**config.mk**
```make
export PLATFORM = sky130hd
export DESIGN_NAME = cpag_addr_gen
export DESIGN_NICKNAME = d
export VERILOG_FILES = /design/src/cpag_pkg.sv /design/src/cpag_addr_gen.sv /design/src/cpag_step.sv
export VERILOG_INCLUDE_DIRS = /design/src
export SDC_FILE = /design/constraint.sdc
export NUM_CORES = 1
export LEC_CHECK = 0
export BUFFER_PORTS_ARGS = -buffer_cell sky130_fd_sc_hd__buf_2
export CAP_MARGIN = 40
export CORE_ASPECT_RATIO = 0.9
export CORE_MARGIN = 8
export CORE_UTILIZATION = 30
export CTS_CLUSTER_SIZE = 10
export DETAILED_ROUTE_END_ITERATION = 8
export GPL_ROUTABILITY_DRIVEN = 0
export GPL_TIMING_DRIVEN = 0
export PLACE_DENSITY = 0.58
export SETUP_SLACK_MARGIN = 0.05
export SLEW_MARGIN = 20
export SYNTH_ARGS = -nofsm -noshare
export SYNTH_HDL_FRONTEND = slang
export SYNTH_SLANG_ARGS = --single-unit
```
**constraint.sdc**
```tcl
create_clock -name mclk_i -period 19.25 [get_ports mclk_i]
set_clock_uncertainty 0.1 [all_clocks]
set_input_delay 3.85 -clock mclk_i [delete_from_list [all_inputs] [get_ports mclk_i]]
set_output_delay 3.85 -clock mclk_i [all_outputs]
set_load 0.05 [all_outputs]
```
**src/cpag_defines.svh**
```systemverilog
// Constants for the coefficient pointer address generator
`ifndef CPAG_DEFINES_SVH
`define CPAG_DEFINES_SVH

`define CPAG_PTR_W 16
`define CPAG_PAGE_W 7
`define CPAG_ADDR_W 23
`define CPAG_BIT_W 6
`define CPAG_SEL_W 4
`define CPAG_BANK_W 3

// Register selector ranges for bit access
`define CPAG_SEL_ACC_LAST 4'h3
`define CPAG_SEL_AUX_LAST 4'hB
`define CPAG_SEL_TMP_LAST 4'hF
`define CPAG_ACC_TOP_BIT 6'h27
`define CPAG_REG16_TOP_BIT 6'h0F

// Post-modification steps
`define CPAG_STEP_SHORT 16'h0001
`define CPAG_STEP_LONG 16'h0002

// Bank field of a 23-bit address and top of internal memory
`define CPAG_BANK_LSB 13
`define CPAG_INT_MEM_TOP 23'h010000

// Reset values
`define CPAG_PTR_RST 16'h0000
`define CPAG_PAGE_RST 7'h00

`endif

```
**src/cpag_pkg.sv**
```systemverilog
// Types shared by the coefficient pointer address generator
package cpag_pkg;

  typedef enum logic [2:0] {
    CPAG_MODE_PLAIN = 3'b000,
    CPAG_MODE_POST_INC = 3'b001,
    CPAG_MODE_POST_DEC = 3'b010,
    CPAG_MODE_OFFSET = 3'b011,
    CPAG_MODE_PRE_ADD = 3'b100,
    CPAG_MODE_POST_IDX = 3'b101
  } cpag_mode_t;

  typedef enum logic [1:0] {
    CPAG_SPACE_DATA = 2'b00,
    CPAG_SPACE_MMR = 2'b01,
    CPAG_SPACE_REGBIT = 2'b10,
    CPAG_SPACE_IO = 2'b11
  } cpag_space_t;

endpackage

```
**src/cpag_addr_gen.sv**
```systemverilog
// Coefficient pointer address generator top
`include "cpag_defines.svh"

module cpag_addr_gen (
  input wire logic mclk_i,
  input wire logic srst_i,
  // Pointer loads from the register write path
  input wire logic ptr_low_load_i,
  input wire logic page_load_i,
  input wire logic [`CPAG_PTR_W-1:0] load_data_i,
  // Request from the instruction decoder
  input wire logic req_valid_i,
  input wire cpag_pkg::cpag_mode_t req_mode_i,
  input wire cpag_pkg::cpag_space_t req_space_i,
  input wire logic req_long_i,
  input wire logic req_parallel_i,
  input wire logic req_bit_op_i,
  input wire logic [`CPAG_SEL_W-1:0] req_reg_sel_i,
  input wire logic req_coef_i,
  input wire logic req_move_i,
  input wire logic req_write_i,
  input wire logic [`CPAG_PTR_W-1:0] signed_offset_const_i,
  input wire logic [`CPAG_BANK_W-1:0] dual_bank_i,
  // Status and index sources
  input wire logic circ_en_i,
  input wire logic compat_mode_bit_i,
  input wire logic [`CPAG_PTR_W-1:0] coef_buffer_start_i,
  input wire logic [`CPAG_PTR_W-1:0] coef_buffer_size_i,
  input wire logic [`CPAG_PTR_W-1:0] temp_reg_zero_i,
  input wire logic [`CPAG_PTR_W-1:0] aux_reg_zero_i,
  // Results
  output logic addr_valid_o,
  output logic refused_o,
  output logic [`CPAG_ADDR_W-1:0] data_addr_o,
  output logic [`CPAG_PTR_W-1:0] io_addr_o,
  output logic io_valid_o,
  output logic [`CPAG_BIT_W-1:0] bit_num_o,
  output logic bit_valid_o,
  output logic coef_read_bus_en_o,
  output logic read_bus_c_en_o,
  output logic data_read_bus_d_en_o,
  output logic write_bus_e_en_o,
  output logic write_bus_f_en_o,
  output logic single_cycle_o,
  output logic extern_fault_o,
  output logic [`CPAG_PTR_W-1:0] coef_ptr_low_o,
  output logic [`CPAG_PAGE_W-1:0] coef_ptr_high_o
);

  // Highest legal bit number for a register selector
  function automatic logic [`CPAG_BIT_W-1:0] top_bit(input logic [`CPAG_SEL_W-1:0] sel);
    if (sel <= `CPAG_SEL_ACC_LAST)
      top_bit = `CPAG_ACC_TOP_BIT;
    else
      top_bit = `CPAG_REG16_TOP_BIT;
  endfunction

  // Selector names an accumulator, aux or temp register
  // All sixteen selector codes name a register, so this never refuses today
  function automatic logic sel_known(input logic [`CPAG_SEL_W-1:0] sel);
    sel_known = (sel <= `CPAG_SEL_ACC_LAST) || (sel <= `CPAG_SEL_AUX_LAST) ||
                (sel <= `CPAG_SEL_TMP_LAST);
  endfunction

  // Memory bank holding a data-space address
  function automatic logic [`CPAG_BANK_W-1:0] bank_of(input logic [`CPAG_ADDR_W-1:0] a);
    bank_of = a[`CPAG_BANK_LSB+`CPAG_BANK_W-1:`CPAG_BANK_LSB];
  endfunction

  // Architectural pointer state
  logic [`CPAG_PTR_W-1:0] coef_ptr_low_r;
  logic [`CPAG_PTR_W-1:0] coef_ptr_low_nxt;
  logic [`CPAG_PAGE_W-1:0] coef_ptr_high_r;
  logic [`CPAG_PAGE_W-1:0] coef_ptr_high_nxt;

  // Registered results
  logic addr_valid_r;
  logic refused_r;
  logic [`CPAG_ADDR_W-1:0] data_addr_r;
  logic [`CPAG_PTR_W-1:0] io_addr_r;
  logic io_valid_r;
  logic [`CPAG_BIT_W-1:0] bit_num_r;
  logic bit_valid_r;
  logic coef_bus_r;
  logic bus_c_r;
  logic bus_d_r;
  logic bus_e_r;
  logic bus_f_r;
  logic single_r;
  logic extern_r;

  // Mode decode
  // Codes 6 and 7 decode to no mode and are refused
  wire is_plain = (req_mode_i == cpag_pkg::CPAG_MODE_PLAIN);
  wire is_inc = (req_mode_i == cpag_pkg::CPAG_MODE_POST_INC);
  wire is_dec = (req_mode_i == cpag_pkg::CPAG_MODE_POST_DEC);
  wire is_off = (req_mode_i == cpag_pkg::CPAG_MODE_OFFSET);
  wire is_pre = (req_mode_i == cpag_pkg::CPAG_MODE_PRE_ADD);
  wire is_idx = (req_mode_i == cpag_pkg::CPAG_MODE_POST_IDX);
  wire is_k16 = is_off || is_pre;
  wire mode_known = is_plain || is_inc || is_dec || is_k16 || is_idx;

  // Space decode
  wire sp_data = (req_space_i == cpag_pkg::CPAG_SPACE_DATA);
  wire sp_mmr = (req_space_i == cpag_pkg::CPAG_SPACE_MMR);
  wire sp_bit = (req_space_i == cpag_pkg::CPAG_SPACE_REGBIT);
  wire sp_io = (req_space_i == cpag_pkg::CPAG_SPACE_IO);
  wire sp_dspace = sp_data || sp_mmr;

  // Coefficient access is a three-operand fetch or a move
  wire coef_acc = req_coef_i || req_move_i;

  // Step size: one word or bit, two for long words or bit pairs
  wire [`CPAG_PTR_W-1:0] step = req_long_i ? `CPAG_STEP_LONG : `CPAG_STEP_SHORT;

  // Index for the post-add coefficient mode follows the compat bit
  // The index is signed, so a negative index walks the pointer backwards
  wire [`CPAG_PTR_W-1:0] index_val =
    compat_mode_bit_i ? aux_reg_zero_i : temp_reg_zero_i;

  // Signed delta fed to the single step unit
  // Decrement is the negated step, so one adder serves every mode
  wire [`CPAG_PTR_W-1:0] delta =
    is_inc ? step :
    is_dec ? (~step + `CPAG_STEP_SHORT) :
    is_idx ? index_val :
    is_k16 ? signed_offset_const_i :
    16'h0000;

  // Sum of pointer and delta, linear or circular
  // The fold uses the buffer size; the start is only added to the address
  logic [`CPAG_PTR_W-1:0] stepped;

  cpag_step u_step (
    .ptr_i(coef_ptr_low_r),
    .delta_i(delta),
    .circ_i(circ_en_i),
    .size_i(coef_buffer_size_i),
    .sum_o(stepped)
  );

  // Pointer used for addressing: pre-add and offset use the sum
  wire [`CPAG_PTR_W-1:0] eff_ptr = is_k16 ? stepped : coef_ptr_low_r;

  // Buffer start only joins in circular mode
  wire [`CPAG_PTR_W-1:0] addr_low =
    circ_en_i ? (coef_buffer_start_i + eff_ptr) : eff_ptr;

  // Page rides on top and is never touched by the carry
  wire [`CPAG_ADDR_W-1:0] data_addr = {coef_ptr_high_r, addr_low};

  // Bit access legality: only bit ops on known registers in range
  // Limitation: a bit pair is not checked for its upper bit
  wire [`CPAG_BIT_W-1:0] bit_top = top_bit(req_reg_sel_i);
  wire bit_in_range =
    (eff_ptr[`CPAG_PTR_W-1:`CPAG_BIT_W] == 10'h000) &&
    (eff_ptr[`CPAG_BIT_W-1:0] <= bit_top);
  wire bit_ok = req_bit_op_i && sel_known(req_reg_sel_i) && bit_in_range;

  // Mode and space combinations that are refused
  // A refused request changes nothing but the refused strobe
  wire k16_bad = is_k16 && (sp_io || req_parallel_i);
  wire idx_bad = is_idx && !coef_acc;
  wire coef_bad = coef_acc && (!sp_data || is_k16);
  wire both_bad = req_coef_i && req_move_i;
  wire space_bad = sp_bit && !bit_ok;
  wire refuse = req_valid_i &&
    (!mode_known || k16_bad || idx_bad ||
     coef_bad || both_bad || space_bad);
  wire take = req_valid_i && !refuse;

  // Post modes and pre-add write the sum back; plain and offset keep it
  wire ptr_update = take && (is_inc || is_dec || is_idx || is_pre);

  // Coefficient operand placement against memory banks and limits
  // Memory limit and bank field are fixed choices held in the defines
  wire coef_internal = (data_addr < `CPAG_INT_MEM_TOP);
  wire bank_apart = (bank_of(data_addr) != dual_bank_i);

  // Move buses: reads on C and D, writes on E and F
  wire mv_rd = take && req_move_i && !req_write_i;
  wire mv_wr = take && req_move_i && req_write_i;

  // Pointer next value; a load from the write path beats an update
  always_comb
  begin
    coef_ptr_low_nxt = coef_ptr_low_r;
    if (ptr_low_load_i)
      coef_ptr_low_nxt = load_data_i;
    else if (ptr_update)
      coef_ptr_low_nxt = stepped;
  end

  // Page changes only by an explicit load, never by pointer carry
  always_comb
  begin
    coef_ptr_high_nxt = coef_ptr_high_r;
    if (page_load_i)
      coef_ptr_high_nxt = load_data_i[`CPAG_PAGE_W-1:0];
  end

  // Pointer register; wraps within its own 16 bits
  always_ff @(posedge mclk_i)
  begin
    if (srst_i)
      coef_ptr_low_r <= `CPAG_PTR_RST;
    else
      coef_ptr_low_r <= coef_ptr_low_nxt;
  end

  // Page register
  always_ff @(posedge mclk_i)
  begin
    if (srst_i)
      coef_ptr_high_r <= `CPAG_PAGE_RST;
    else
      coef_ptr_high_r <= coef_ptr_high_nxt;
  end

  // Strobe next values; a refused or idle cycle leaves them all low
  wire addr_valid_nxt = take && sp_dspace;
  wire io_valid_nxt = take && sp_io;
  wire bit_valid_nxt = take && sp_bit;

  // Coefficient bus group; an external target gets no bus at all
  wire coef_bus_nxt = take && req_coef_i && coef_internal;
  wire extern_nxt = take && req_coef_i && !coef_internal;
  wire single_nxt = coef_bus_nxt && bank_apart;

  // Move bus next values; a long move adds the high word
  wire bus_c_nxt = mv_rd && req_long_i;
  wire bus_d_nxt = mv_rd;
  wire bus_e_nxt = mv_wr;
  wire bus_f_nxt = mv_wr && req_long_i;

  // Request strobes, one cycle each
  always_ff @(posedge mclk_i)
  begin
    if (srst_i)
    begin
      addr_valid_r <= 1'b0;
      refused_r <= 1'b0;
      io_valid_r <= 1'b0;
    end
    else
    begin
      addr_valid_r <= addr_valid_nxt;
      refused_r <= refuse;
      io_valid_r <= io_valid_nxt;
    end
  end

  // Held addresses; they change only on a taken request of their space
  always_ff @(posedge mclk_i)
  begin
    if (srst_i)
    begin
      data_addr_r <= 23'h000000;
      io_addr_r <= 16'h0000;
    end
    else
    begin
      if (addr_valid_nxt)
        data_addr_r <= data_addr;
      if (io_valid_nxt)
        io_addr_r <= addr_low;
    end
  end

  // Bit number for register bit operations
  always_ff @(posedge mclk_i)
  begin
    if (srst_i)
    begin
      bit_num_r <= 6'h00;
      bit_valid_r <= 1'b0;
    end
    else
    begin
      bit_valid_r <= bit_valid_nxt;
      if (bit_valid_nxt)
        bit_num_r <= eff_ptr[`CPAG_BIT_W-1:0];
    end
  end

  // Coefficient bus flops
  // The dedicated coefficient bus is only driven for internal targets
  always_ff @(posedge mclk_i)
  begin
    if (srst_i)
    begin
      coef_bus_r <= 1'b0;
      single_r <= 1'b0;
      extern_r <= 1'b0;
    end
    else
    begin
      coef_bus_r <= coef_bus_nxt;
      single_r <= single_nxt;
      extern_r <= extern_nxt;
    end
  end

  // Move bus flops; moves never use the coefficient bus
  always_ff @(posedge mclk_i)
  begin
    if (srst_i)
    begin
      bus_c_r <= 1'b0;
      bus_d_r <= 1'b0;
      bus_e_r <= 1'b0;
      bus_f_r <= 1'b0;
    end
    else
    begin
      bus_c_r <= bus_c_nxt;
      bus_d_r <= bus_d_nxt;
      bus_e_r <= bus_e_nxt;
      bus_f_r <= bus_f_nxt;
    end
  end

  // Outputs straight from flops
  assign addr_valid_o = addr_valid_r;
  assign refused_o = refused_r;
  assign data_addr_o = data_addr_r;
  assign io_addr_o = io_addr_r;
  assign io_valid_o = io_valid_r;
  assign bit_num_o = bit_num_r;
  assign bit_valid_o = bit_valid_r;

  // Bus enables and coefficient placement flags
  assign coef_read_bus_en_o = coef_bus_r;
  assign read_bus_c_en_o = bus_c_r;
  assign data_read_bus_d_en_o = bus_d_r;
  assign write_bus_e_en_o = bus_e_r;
  assign write_bus_f_en_o = bus_f_r;
  assign single_cycle_o = single_r;
  assign extern_fault_o = extern_r;

  // Live pointer registers
  assign coef_ptr_low_o = coef_ptr_low_r;
  assign coef_ptr_high_o = coef_ptr_high_r;

endmodule

```
**src/cpag_step.sv**
```systemverilog
// Pointer step unit: linear or circular add of a signed delta
`include "cpag_defines.svh"

module cpag_step (
  input wire logic [`CPAG_PTR_W-1:0] ptr_i,
  input wire logic [`CPAG_PTR_W-1:0] delta_i,
  input wire logic circ_i,
  input wire logic [`CPAG_PTR_W-1:0] size_i,
  output logic [`CPAG_PTR_W-1:0] sum_o
);

  logic [`CPAG_PTR_W:0] raw;
  logic [`CPAG_PTR_W:0] size_ext;
  logic neg;
  logic over;

  // One extra bit keeps the sign of the raw sum for the circular fold
  assign raw = {1'b0, ptr_i} + {delta_i[`CPAG_PTR_W-1], delta_i};
  assign size_ext = {1'b0, size_i};
  assign neg = raw[`CPAG_PTR_W] & delta_i[`CPAG_PTR_W-1];
  assign over = !neg && (raw >= size_ext) && (size_i != 16'h0000);

  // Linear drops the carry; circular folds back into the buffer
  // Fold is single: deltas larger than the buffer are not reduced
  always_comb
  begin
    if (!circ_i)
      sum_o = raw[`CPAG_PTR_W-1:0];
    else if (neg)
      sum_o = raw[`CPAG_PTR_W-1:0] + size_i;
    else if (over)
      sum_o = raw[`CPAG_PTR_W-1:0] - size_i;
    else
      sum_o = raw[`CPAG_PTR_W-1:0];
  end

endmodule

```
; Word level (Yosys, flattened, before mapping)
; Cells that the tools add are included.
[op_classes]
n_addsub = 5
n_mul = 0
div_mod_pow = 0
magnitude_cmp = 6
n_eq_ne = 9
n_shift = 0
n_mux = 14
bitwise_logic = 2
reduce_logical = 57
[ops]
columns = operator, n
row1 = two-way mux 16 bit, 12
row2 = adder 16 bit, 2
row3 = logical AND 1 bit, 25
row4 = "less-than comparator 23 x 17 -> 1 bit, second input constant", 1
row5 = logical OR 1 bit, 19
row6 = adder 16 x 17 -> 17 bit, 1
row7 = greater-or-equal comparator 17 x 16 -> 1 bit, 1
row8 = "adder 16 x 1 -> 16 bit, second input constant", 1
row9 = inverter 2 -> 16 bit, 1
row10 = nonzero test 16 bit, 1
row11 = subtractor 16 bit, 1
row12 = zero test 10 bit, 1
row13 = "less-or-equal comparator 4 bit, second input constant", 2
row14 = zero test 1 bit, 8
row15 = "equality test 3 x 2 -> 1 bit, second input constant", 2
row16 = "equality test 3 bit, second input constant", 2
row17 = less-or-equal comparator 6 bit, 1
row18 = two-way mux 6 bit, 1
row19 = "equality test 2 bit, second input constant", 2
row20 = "less-or-equal comparator 4 x 2 -> 1 bit, second input constant", 1
row21 = "equality test 3 x 1 -> 1 bit, second input constant", 1
row22 = zero test 3 bit, 1
row23 = inequality test 3 bit, 1
row24 = "equality test 2 x 1 -> 1 bit, second input constant", 1
row25 = other kinds (4), 4
[totals]
ff_bits = 79
latch_bits = 0
mem_bits_rw = 0
mem_bits_ro = 0
out_inout_bits = 79
memories = 0

; Depth between registers and ports, before layout
; Gate-level depths: netlist of the first run.
[logic_depth]
ltp_word = 27
depth_mapped = 38

; Cells and area by module
; Synthesis of the first run repeated with hierarchy kept, for this count alone.
[unflattened]
cells_unflattened = 1010
area_unflattened_um2 = 8065.2
[by_module_without_submodules]
columns = module, instances, cells_each, area_each_um2, seq_area_each_um2
row1 = cpag_addr_gen, 1, 634, 5321.4, 1581.5
row2 = cpag_step, 1, 376, 2743.9, 0.0

; Worst setup path after synthesis of the first run
; Ideal clock, no wire load.
[synth_path]
path_kind = input-to-reg
startpoint = input compat_mode_bit_i
endpoint = register single_r, in the netlist single_cycle_o
setup_ns = 0.125
arrival_ns = 11.091
slack_ns = 7.933
cell_stages = 32
n_path_buf = 3
path_cell_list = clkbuf_1 > buf_1 > mux2i_1 > o221ai_1 > ha_1 > or4_1 > a21oi_2 > nor4b_1 > o41a_1 > or3_1 > and2_1 > ha_1 > nand3_1 > nand4b_1 > nor3_2 > a21boi_4 > buf_6 > o21ai_1 > a211oi_2 > nor2_1 > ha_1 > a211oi_1 > o21bai_1 > a31oi_1 > o21ai_0 > o41ai_1 > o21ai_0 > a2111oi_0 > a211oi_1 > xnor2_1 > xnor2_1 > a31oi_1
[synth_via]
elab_chain_len = 25
word_cells_on_any_way = 33
classes_between = add/sub (4) / order compare (3) / eq/ne (1) / mux (9) / bitwise (1) / reduce/logical (15)
[synth_rtl]
columns = element, line
row1 = start: declaration, cpag_addr_gen.sv:26  ; input wire logic compat_mode_bit_i,
row2 = two-way mux 16 bit (*), cpag_addr_gen.sv:119  ; compat_mode_bit_i ? aux_reg_zero_i : temp_reg_zero_i;
row3 = two-way mux 16 bit (*), cpag_addr_gen.sv:126  ; is_idx ? index_val :
row4 = two-way mux 16 bit (*), cpag_addr_gen.sv:125  ; is_dec ? (~step + `CPAG_STEP_SHORT) :
row5 = two-way mux 16 bit (*), cpag_addr_gen.sv:124  ; is_inc ? step :
row6 = "parallel branches: the longest is 7 deep, another holds adder 16 x 17 -> 17 bit", --
row7 = two-way mux 16 bit (*), cpag_step.sv:27  ; if (!circ_i)
row8 = two-way mux 16 bit (*), cpag_addr_gen.sv:143  ; wire [`CPAG_PTR_W-1:0] eff_ptr = is_k16 ? stepped : coef_ptr_low_r;
row9 = via eff_ptr[1], cpag_addr_gen.sv:143
row10 = "parallel branches: the longest is 11 deep, another holds less-than comparator 23 x 17 -> 1 bit", --
row11 = logical AND 1 bit (*), cpag_addr_gen.sv:228  ; wire single_nxt = coef_bus_nxt && bank_apart;
row12 = end signal: assignment, cpag_addr_gen.sv:299  ; single_r <= single_nxt;
row13 = end: declaration, cpag_addr_gen.sv:89  ; logic single_r;
; Mark *: on every way through the listed nets, which the timed path passes.
; A chain may end at the register's enable or synchronous reset.

; Worst setup path in the final report of the first run
[layout_path]
startpoint = input req_mode_i[1]
endpoint = register single_r, in the netlist single_cycle_o
[layout_via]
elab_chain_len = 27
word_cells_on_any_way = 53
classes_between = add/sub (4) / order compare (3) / eq/ne (6) / mux (9) / bitwise (1) / reduce/logical (30)
[layout_rtl]
columns = element, line
row1 = start: declaration, cpag_addr_gen.sv:13  ; input wire cpag_pkg::cpag_mode_t req_mode_i,
row2 = "parallel branches: the longest is 14 deep, another holds adder 16 x 17 -> 17 bit", --
row3 = two-way mux 16 bit (*), cpag_addr_gen.sv:143
row4 = via eff_ptr[0], cpag_addr_gen.sv:143
row5 = "parallel branches: the longest is 11 deep, another holds less-than comparator 23 x 17 -> 1 bit", --
row6 = logical AND 1 bit (*), cpag_addr_gen.sv:228
; Marked as above.

==> results of run 1 <==
-- how the worst max path moves through the flow --
stage	start	endpoint	slack [ps]
2_1_floorplan	compat_mode_bit_i	single_cycle_o$_SDFF_PP0_	7930
3_3_place_gp	req_mode_i[1]	single_cycle_o$_SDFF_PP0_	6320
3_5_place_dp	req_mode_i[1]	single_cycle_o$_SDFF_PP0_	6320
4_1_cts	req_mode_i[1]	single_cycle_o$_SDFF_PP0_	6620
5_1_grt	req_mode_i[1]	single_cycle_o$_SDFF_PP0_	5760
6_report	req_mode_i[1]	single_cycle_o$_SDFF_PP0_	6520
-- state kept, by name (all words and copies together), names as in the netlist --
name / cells
bit_num_o: 6
coef_read_bus_en_o: 1
write_bus_f_en_o: 1
coef_ptr_low_o: 16
io_valid_o: 1
read_bus_c_en_o: 1
coef_ptr_high_o: 7
addr_valid_o: 1
bit_valid_o: 1
refused_o: 1
single_cycle_o: 1
extern_fault_o: 1
io_addr_o: 16
data_addr_o: 23
write_bus_e_en_o: 1
data_read_bus_d_en_o: 1
-- routing by layer --
layer | global-route usage (%) | vias up | share of wire [%]
met4 | 4.62 | 2 | 1.9
met1 | 26.1 | 4222 | 46
met2 | 29.4 | 382 | 43
met3 | 4.21 | 38 | 8.7
met5 | 0 | - | 0.040
li1 | - | 4376 | -
-- report_power, final --
part | total, mW | internal [mW] | switching [mW]
Clock | 0.185 | 0.114 | 0.0708
Combinational | 0.580 | 0.208 | 0.372
Sequential | 0.184 | 0.171 | 0.0129
-- metrics by stage --
stage	setup slack [ps]	hold slack, ps	cells	utilization (%)
detailed placement	6320	346	1607	35.5
CTS	6620	357	1623	36.6
global placement	6320	343	1606	35.4
global route	5760	377	1623	36.6
floorplan	7930	571	1062	-
finish	6520	354	1624	36.6
-- worst reg2reg max path, delay by kind of cell, from the launching register on --
family	cells	cell delay [ps]
compound gates	14	3480
fa+ha+maj	4	1370
xor+xnor	3	1300
simple gates	4	900
flops	1	480
mux	1	370
buf+inv	2	190
-- synthesized netlist by cell type (7+ instances only) --
| master | number | share of area, % |
|---|---|---|
| nand2_1 | 99 | 4.6 |
| nor2_1 | 99 | 4.6 |
| a21oi_1 | 88 | 5.4 |
| dfxtp_1 | 79 | 20 |
| ha_1 | 66 | 10 |
| inv_1 | 48 | 2.2 |
| o21ai_0 | 47 | 2.9 |
| clkbuf_1 | 42 | 1.9 |
| nor3_1 | 39 | 2.4 |
| nand3_1 | 34 | 2.1 |
| mux2i_1 | 32 | 4.0 |
| a211oi_1 | 25 | 2.3 |
| xnor2_1 | 24 | 2.6 |
| nor4_1 | 18 | 1.4 |
| o221ai_1 | 15 | 1.6 |
| nor2b_1 | 14 | 1.1 |
| or3_1 | 14 | 1.1 |
| xor2_1 | 14 | 1.5 |
| o211ai_1 | 13 | 1.2 |
| a21o_1 | 12 | 1.1 |
| a31oi_1 | 12 | 0.93 |
| nand2b_1 | 11 | 0.85 |
| and2_1 | 10 | 0.77 |
| nand4_1 | 10 | 0.77 |
| and3_1 | 9 | 0.69 |
| o21a_1 | 9 | 0.83 |
| buf_1 | 7 | 0.32 |
-- cell families after synthesis --
family	after synthesis	synth area share, %
AO/OA/AOI/OAI	336	30.5
flip-flops	79	19.5
buffers and inverters	114	6.08
XOR/XNOR	38	4.10
multiplexers	38	4.78
adder cells (fa/ha/maj)	70	11.2
AND/OR/NAND/NOR	387	23.9
-- layout make-up --
cell class / instances / area, sq um
diodes: 1 / 2.50
well taps: 354 / 443
inverters: 50 / 188
repair buffers: 191 / 958
fillers: 2906 / 17000
clock buffers: 11 / 233
multi-input cells: 869 / 6030
clock inverters: 5 / 81.3
flip-flops and latches: 79 / 1580
plain buffers: 64 / 305
==> results.toml, run 1 <==
[power_and_ir_drop]
max-vdd-ir-drop_v = 0.0000379
power_density_nw_per_um2 = 96.5
leakagePower_nw = 4.27
total_power_mw = 0.949

[detailed_routing]
dr.pass1.iters = 5
drt-total-wl_microns = 32400
postRouteAntennaNets = 0
drc = 0
wl_per_cell_microns = 20.0
drtIter0Drc = 862
via_count = 9020
via_per_inst = 5.55

[setup_path]
worst-setup-path-type = "input pin to flop"
crit_required_ps = 19350
cp_common_cell = "ha_1"
slowest_delay_ps = 500
cp-end-kind = "flop"
start_kind = "input pin"
crit_arrival_ps = 12830
critical_path.top_delay_family = "compound AO/OA/AOI/OAI gates"
r2r-end = "single_cycle_o$_SDFF_PP0_"
cp_slowest_cell = "o41ai_1"
r2r_slack_ps = 10930
r2r-start = "coef_ptr_low_o[0]$_SDFFE_PP0P_"
cp_num_buf_inv = 4
path_max_fanout = 10
r2r_cells = 28
cp.depth = 35

[die]
die_w_microns = 189
io_pins = 200
die-area_sq_um = 32600
floorplan.initialDensity_pct = 30.2
dieHeight_microns = 172
core.rowCount = 57
fp.coreArea_sq_um = 26800

[run_status]
outcome = "completed"

[clock_network]
cts.sinks = 79
cts_hold_buf = 0
clk_pin_slew_ps = 70
h-tree-depth = 3
tritoncts = "built"
cts_root_buffer = "clkbuf_16"
clock_latency_ps = 340
cts_setup_buffers = 0
cts.repair.resized = 0
cts_buffer_depth = 2
numCtsBuffers = 9

[synthesis]
syn_nets = 1253
synth_edf_count = 0
synthesis.instances = 1062
syn_area_sq_um = 8110
yosysUniqueCellTypes = 98
postSynthAreaPerCell_sq_um = 7.63
synthArstFlopShare_pct = 0
ys_ff_latch = 79
yosysSeqAreaShare_pct = 19.5
yosysWarningCount = 0
ys.flop_type = "dfxtp_1"

[worst_hold_path]
hold_depth = 2
hold-path-endpoint = "data_addr_o[16]$_SDFFE_PP0P_"
worstHoldPathType = "flop to flop"
min_from = "data_addr_o[16]$_SDFFE_PP0P_"

[sta]
fmax_ghz = 0.0786
fin_tns_setup_ps = 0
final_hold_viol_count = 0
worstMarginPinSlew_ps = 1050
fin_crit_ps = 12730
drv_slew = 0
min_period_over_period_pct = 66.1
slew_headroom_pct = 30.1
final-setup-viol-count = 0
grt_setup_unrepaired = "false"

[finish]
area_delta_synth_final_pct = 21.2
fin_area_sq_um = 9830
most-common-layout-cells = "buf_2 (196), nand2_1 (99), nor2_1 (99), a21oi_1 (88), dfxtp_1 (79)"
final_common_cell = "buf_2"
layout-drive-gt1-share_pct = 21.4
fin_nets = 1455

[global_route]
grt_antenna_before_repair = 1
grt_max_degree = 14
grt_pass1_vias = 8368
overflow = 0
grt_first_pass_wirelength_microns = 48500
track_usage_pct = 18.9

[run]
max_cap_viol_count = 0

[place]
placed_cell_area_sq_um = 9510
io_buffers = 190
hpwlAfterDp_microns = 27100
Power figures use the tool's default switching activity.
==> run 2: changes to the inputs <==
- ABC_AREA: not set -> 1
- clock period: 19.25 -> 12.8 ns (I/O delays scaled with it)
==> run 2 against run 1 <==
Non-clock buffer count down 1. Register-to-register slack worse by 5400 ps. Power up 31%. Wire length down 6.3%. Sequential power up 45%. Hold slack better by 7.7 ps. Sequential share of layout area up 0.11 points. Final cell count up 16%. Clock power up 52%. Critical path depth up 17. Die area down 0.89%. Critical endpoint unchanged. Largest cell class unchanged.
==> results.toml, run 2 <==
[synthesis]
synthArstFlopShare_pct = 0
ys_ff_latch = 79
synthesis.instances = 1328
synth_area_leader_cell = "dfxtp_1"
yosysSeqAreaShare_pct = 19.7
ys.flop_type = "dfxtp_1"
yosysWarningCount = 0
syn_area_sq_um = 8030
syn_nets = 1519
post-synth-top-count-cell = "nand2_1"
yosysUniqueCellTypes = 48
synth_common_cells = "nand2_1 (375), inv_1 (162), nand3_1 (146)"
synth_edf_count = 0
postSynthAreaPerCell_sq_um = 6.05
yosys-top-cells-area = "dfxtp_1 (20%), nand2_1 (18%), ha_1 (10%)"
synth_top_area_share_pct = 19.7

[power_and_ir_drop]
leakagePower_nw = 5.22
power_density_nw_per_um2 = 127
max-vdd-ir-drop_v = 0.0000569
total_power_mw = 1.24

[die]
die-area_sq_um = 32300
floorplan.initialDensity_pct = 30.1
dieHeight_microns = 171
core.rowCount = 57
fp.coreArea_sq_um = 26700
io_pins = 200
die_w_microns = 188

[finish]
register_area_sq_um = 1580
n_fill_cell = 2982
largest_register_ffs = 23
final_common_cell = "nand2_1"
n_antenna_cell = 0
fin_nets = 1723
multi_input_area_sq_um = 5510
area_delta_synth_final_pct = 21.6
most-common-layout-cells = "nand2_1 (375), buf_2 (211), inv_1 (162), nand3_1 (146), a21oi_1 (130)"
layout-drive-gt1-share_pct = 16.7
fin_area_sq_um = 9760

[sta]
min_period_over_period_pct = 84.2
worstMarginPinSlew_ps = 758
slew_headroom_pct = 48.9
fmax_ghz = 0.0928
fin_tns_setup_ps = 0
grt_setup_unrepaired = "false"
final.setup.worst_slack_ps = 2020
fin_crit_ps = 10780
final_hold_viol_count = 0
final-setup-viol-count = 0
drv_slew = 0

[clock_network]
cts.repair.resized = 0
cts_hold_buf = 0
cts_setup_buffers = 0
tritoncts = "built"
clk_pin_slew_ps = 60
clock_latency_ps = 340
cts_buffer_depth = 2
cts_root_buffer = "clkbuf_16"
h-tree-depth = 3
cts.sinks = 79
numCtsBuffers = 9

[detailed_routing]
drtIter0Drc = 737
via_count = 9407
dr.pass1.iters = 5
drc = 0
drt-total-wl_microns = 30400
wl_per_cell_microns = 16.1
postRouteAntennaNets = 0
via_per_inst = 4.97

[setup_path]
cp-end-kind = "flop"
slowest_delay_ps = 670
path_max_fanout = 10
start_kind = "input pin"
worst-setup-path-type = "input pin to flop"
crit_arrival_ps = 10900
cp_common_cell = "nand2_1"
crit_required_ps = 12920
cp_slowest_cell = "o21ai_0"

[place]
hpwlAfterDp_microns = 25800
placed_cell_area_sq_um = 9440
dp_slack_ps = 1870
io_buffers = 193

[worst_hold_path]
worstHoldPathType = "flop to flop"

[global_route]
grt_first_pass_wirelength_microns = 47200
grt_pass1_vias = 8990
grt_antenna_before_repair = 1
track_usage_pct = 18.2
overflow = 0
grt_max_degree = 14

[run]
max_cap_viol_count = 0

[run_status]
outcome = "completed"
==> run 2: cell count changes after synthesis, sizes merged, moves of 12 or more <==
cell and change:
nor2b -14, mux2i -17, nor4 -16, nand3 +115, o221ai -14, nand2 +286
a21oi +40, nor3 -32, inv +114, or3 -14, xnor2 -12, clkbuf -12
a211oi -32
==> run 2: routing by layer <==
metal  up-vias  wire, microns  global-route usage (%)  part of all wire (%)
met2       358          12900                    28.1                    42
met3        44           2280                    3.71                   7.5
met1      4235          14300                    25.1                    47
li1       4768              -                       -                     -
met4         2            860                    5.60                   2.8
met5         -             13                       0                 0.043
==> run 2: worst paths after layout <==
check | slack, ps | depth (start not counted) | start | to
setup / recovery | 2020 | 52 | req_mode_i[0] | single_cycle_o$_SDFF_PP0_
hold / removal | 360 | 2 | io_addr_o[13]$_SDFFE_PP0P_ | io_addr_o[13]$_SDFFE_PP0P_
setup reg to reg | 5540 | 44 | coef_ptr_low_o[0]$_SDFFE_PP0P_ | single_cycle_o$_SDFF_PP0_
hold reg to reg | 360 | 2 | io_addr_o[13]$_SDFFE_PP0P_ | io_addr_o[13]$_SDFFE_PP0P_
==> run 2: per-stage QoR <==
step | hold slack, ps | instances | util (%)
2_1_floorplan | 586 | 1328 | -
3_3_place_gp | 352 | 1875 | 35.4
3_5_place_dp | 353 | 1875 | 35.4
4_1_cts | 361 | 1891 | 36.6
5_1_grt | 376 | 1891 | 36.6
6_report | 361 | 1891 | 36.6
==> run 2: layout make-up <==
| cell class | count | share of cell area [%] |
|---|---|---|
| sequential | 79 | 16.2 |
| inverter | 167 | 6.42 |
| tap | 354 | 4.54 |
| timing repair buffer | 193 | 9.89 |
| multi-input combinational | 1021 | 56.5 |
| clock buffer | 12 | 2.52 |
| clock inverter | 4 | 0.795 |
| buffer | 61 | 3.17 |
==> run 2: report_power, final <==
part	internal [mW]	total (mW)	switching [mW]	leakage, nW
Clock	0.177	0.281	0.103	0.157
Combinational	0.226	0.694	0.469	4.42
Sequential	0.255	0.266	0.0108	0.643
==> run 2: critical path: cells and delay by family <==
family	cells	cell delay (ps)
simple gates	26	2510
compound gates	9	2130
buf+inv	11	1930
fa+ha+maj	4	1350
xor+xnor	2	400
==> run 2: logic make-up after synthesis <==
logic type | synth area share [%]
DFF | 19.7
adders and majority gates | 11.3
and+or+nand+nor | 35.8
xor gates and xnor gates | 3.38
AOI/OAI and AO/OA | 16.2
muxes | 2.01
buffers and inverters | 11.7
==> run 3: changes to the inputs <==
- clock period: 12.8 -> 10.85 ns (I/O delays scaled with it)
==> run 3 against run 2 <==
Hold slack worse by 0.87 ps. Non-clock buffer count down 1. Combinational power grew 18%. Largest cell class unchanged. Global-route usage unchanged. Wire length increased by 0.27%. First-iteration DRC count fell by 7.1%. Setup slack worse by 950 ps. Critical path depth up 1. Flip-flop and latch count stayed put. Die area unchanged.
==> results.toml, run 3 (synthesis gave the netlist of run 2 again) <==
[run_status]
outcome = "completed"

[finish]
multi_input_area_sq_um = 5520
layout-drive-gt1-share_pct = 16.8
largest_register_ffs = 23
area_delta_synth_final_pct = 21.6
fin_nets = 1722
fin_area_sq_um = 9760
fin_util_pct = 36.6
instances_no_fill = 1890
final_common_cell = "nand2_1"
n_fill_cell = 2983
register_area_sq_um = 1580
most-common-layout-cells = "nand2_1 (375), buf_2 (211), inv_1 (162), nand3_1 (146), a21oi_1 (130)"
n_antenna_cell = 0

[power_and_ir_drop]
max-vdd-ir-drop_v = 0.0000674
p_switching_mw = 0.690
leakagePower_nw = 5.22
p_int_mw = 0.777
power_frac_clock_pct = 22.6
seqPwrFrac_pct = 21.4
power_density_nw_per_um2 = 150
p_sw_share_pct = 47.0
total_power_mw = 1.47
p_comb_share_pct = 56.0

[place]
dp_slack_ps = 309
io_buffers = 193
placed_cell_area_sq_um = 9440
dp_cells = 1875
hpwlAfterDp_microns = 25800

[sta]
whs_ps = 360
slew_headroom_pct = 50.4
final_hold_viol_count = 0
drv_slew = 0
min_period_over_period_pct = 90.1
worstMarginPinSlew_ps = 742
grt_setup_unrepaired = "false"
fmax_ghz = 0.102
final.setup.worst_slack_ps = 1080
fin_tns_setup_ps = 0
final-setup-viol-count = 0
fin_crit_ps = 9770

[setup_path]
slowest_delay_ps = 440
cp-end-kind = "flop"
crit_arrival_ps = 9900
worst-setup-path-type = "input pin to flop"
path_max_fanout = 19
crit_required_ps = 10970
cp_slowest_cell = "buf_2"
cp_common_cell = "nand2_1"
start_kind = "input pin"
r2r_slack_ps = 3840

[run]
max_cap_viol_count = 0

[die]
io_pins = 200
die-area_sq_um = 32300
floorplan.initialDensity_pct = 30.1
die_w_microns = 188
fp.coreArea_sq_um = 26700
core.rowCount = 57
dieHeight_microns = 171

[clock_network]
cts_setup_buffers = 0
tritoncts = "built"
clk_pin_slew_ps = 60
cts_buffer_depth = 2
numCtsBuffers = 9
clock_latency_ps = 340
cts_root_buffer = "clkbuf_16"
cts.sinks = 79
h-tree-depth = 3

[detailed_routing]
dr.pass1.iters = 6
via_per_inst = 4.97
drc = 0
postRouteAntennaNets = 0
drtIter0Drc = 685
via_count = 9387
wl_per_cell_microns = 16.1
drt-total-wl_microns = 30500

[global_route]
grt_max_degree = 14
track_usage_pct = 18.2
grt_antenna_before_repair = 1
overflow = 0
grt_pass1_vias = 8990
grt_first_pass_wirelength_microns = 47200

[worst_hold_path]
worstHoldPathType = "flop to flop"
## run 3: changes by cell type in the layout (fill, tap and decap cells not counted)
cell	previous run	this run
o21ai_0	51	49
clkbuf_1	31	30
o21ai_2	0	1
o21ai_1	0	1
## run 3: area by class of cell
type                            count  share of cell area (%)
Buffer                             60                    3.13
Inverter                          167                    6.42
Clock inverter                      4                   0.795
Timing Repair Buffer              193                    9.89
Clock buffer                       12                    2.52
Tap cell                          354                    4.54
Multi-Input combinational cell   1021                    56.5
Sequential cell                    79                    16.2
## run 3: worst paths after layout
path                             startpoint                         to  depth (start not counted)
max reg2reg  coef_ptr_low_o[0]$_SDFFE_PP0P_  single_cycle_o$_SDFF_PP0_                         46
min reg2reg       io_addr_o[9]$_SDFFE_PP0P_  io_addr_o[9]$_SDFFE_PP0P_                          2
max                           req_mode_i[0]  single_cycle_o$_SDFF_PP0_                         53
min               io_addr_o[9]$_SDFFE_PP0P_  io_addr_o[9]$_SDFFE_PP0P_                          2
## run 3: critical path: cells and delay by family
family | cells | cell delay (ps)
adder cells (fa/ha/maj) | 4 | 1350
AO/OA/AOI/OAI | 9 | 1920
AND/OR/NAND/NOR | 29 | 2870
buffers and inverters | 10 | 1400
XOR/XNOR | 1 | 150
## run 3: timing repair
action / in CTS / in global routing
setup endpoints to repair: 0 / 5
resized for setup: 0 / 3
hold buffers: 0 / 0
## run 3: metal layers
metal / wire (microns) / track usage (%) / vias up
met5: 13 / 0 / -
met3: 2310 / 3.71 / 46
li1: - / - / 4772
met2: 12900 / 28.1 / 352
met4: 880 / 5.60 / 2
met1: 14300 / 25.1 / 4215
## run 3: power groups by stage
stage | clock (mW) | sequential, mW | combinational, mW
floorplan | 0 | 0.354 | 0.549
global placement | 0 | 0.321 | 0.805
detailed placement | 0 | 0.320 | 0.809
CTS | 0.334 | 0.314 | 0.813
global route | 0.348 | 0.315 | 0.919
finish | 0.332 | 0.314 | 0.821
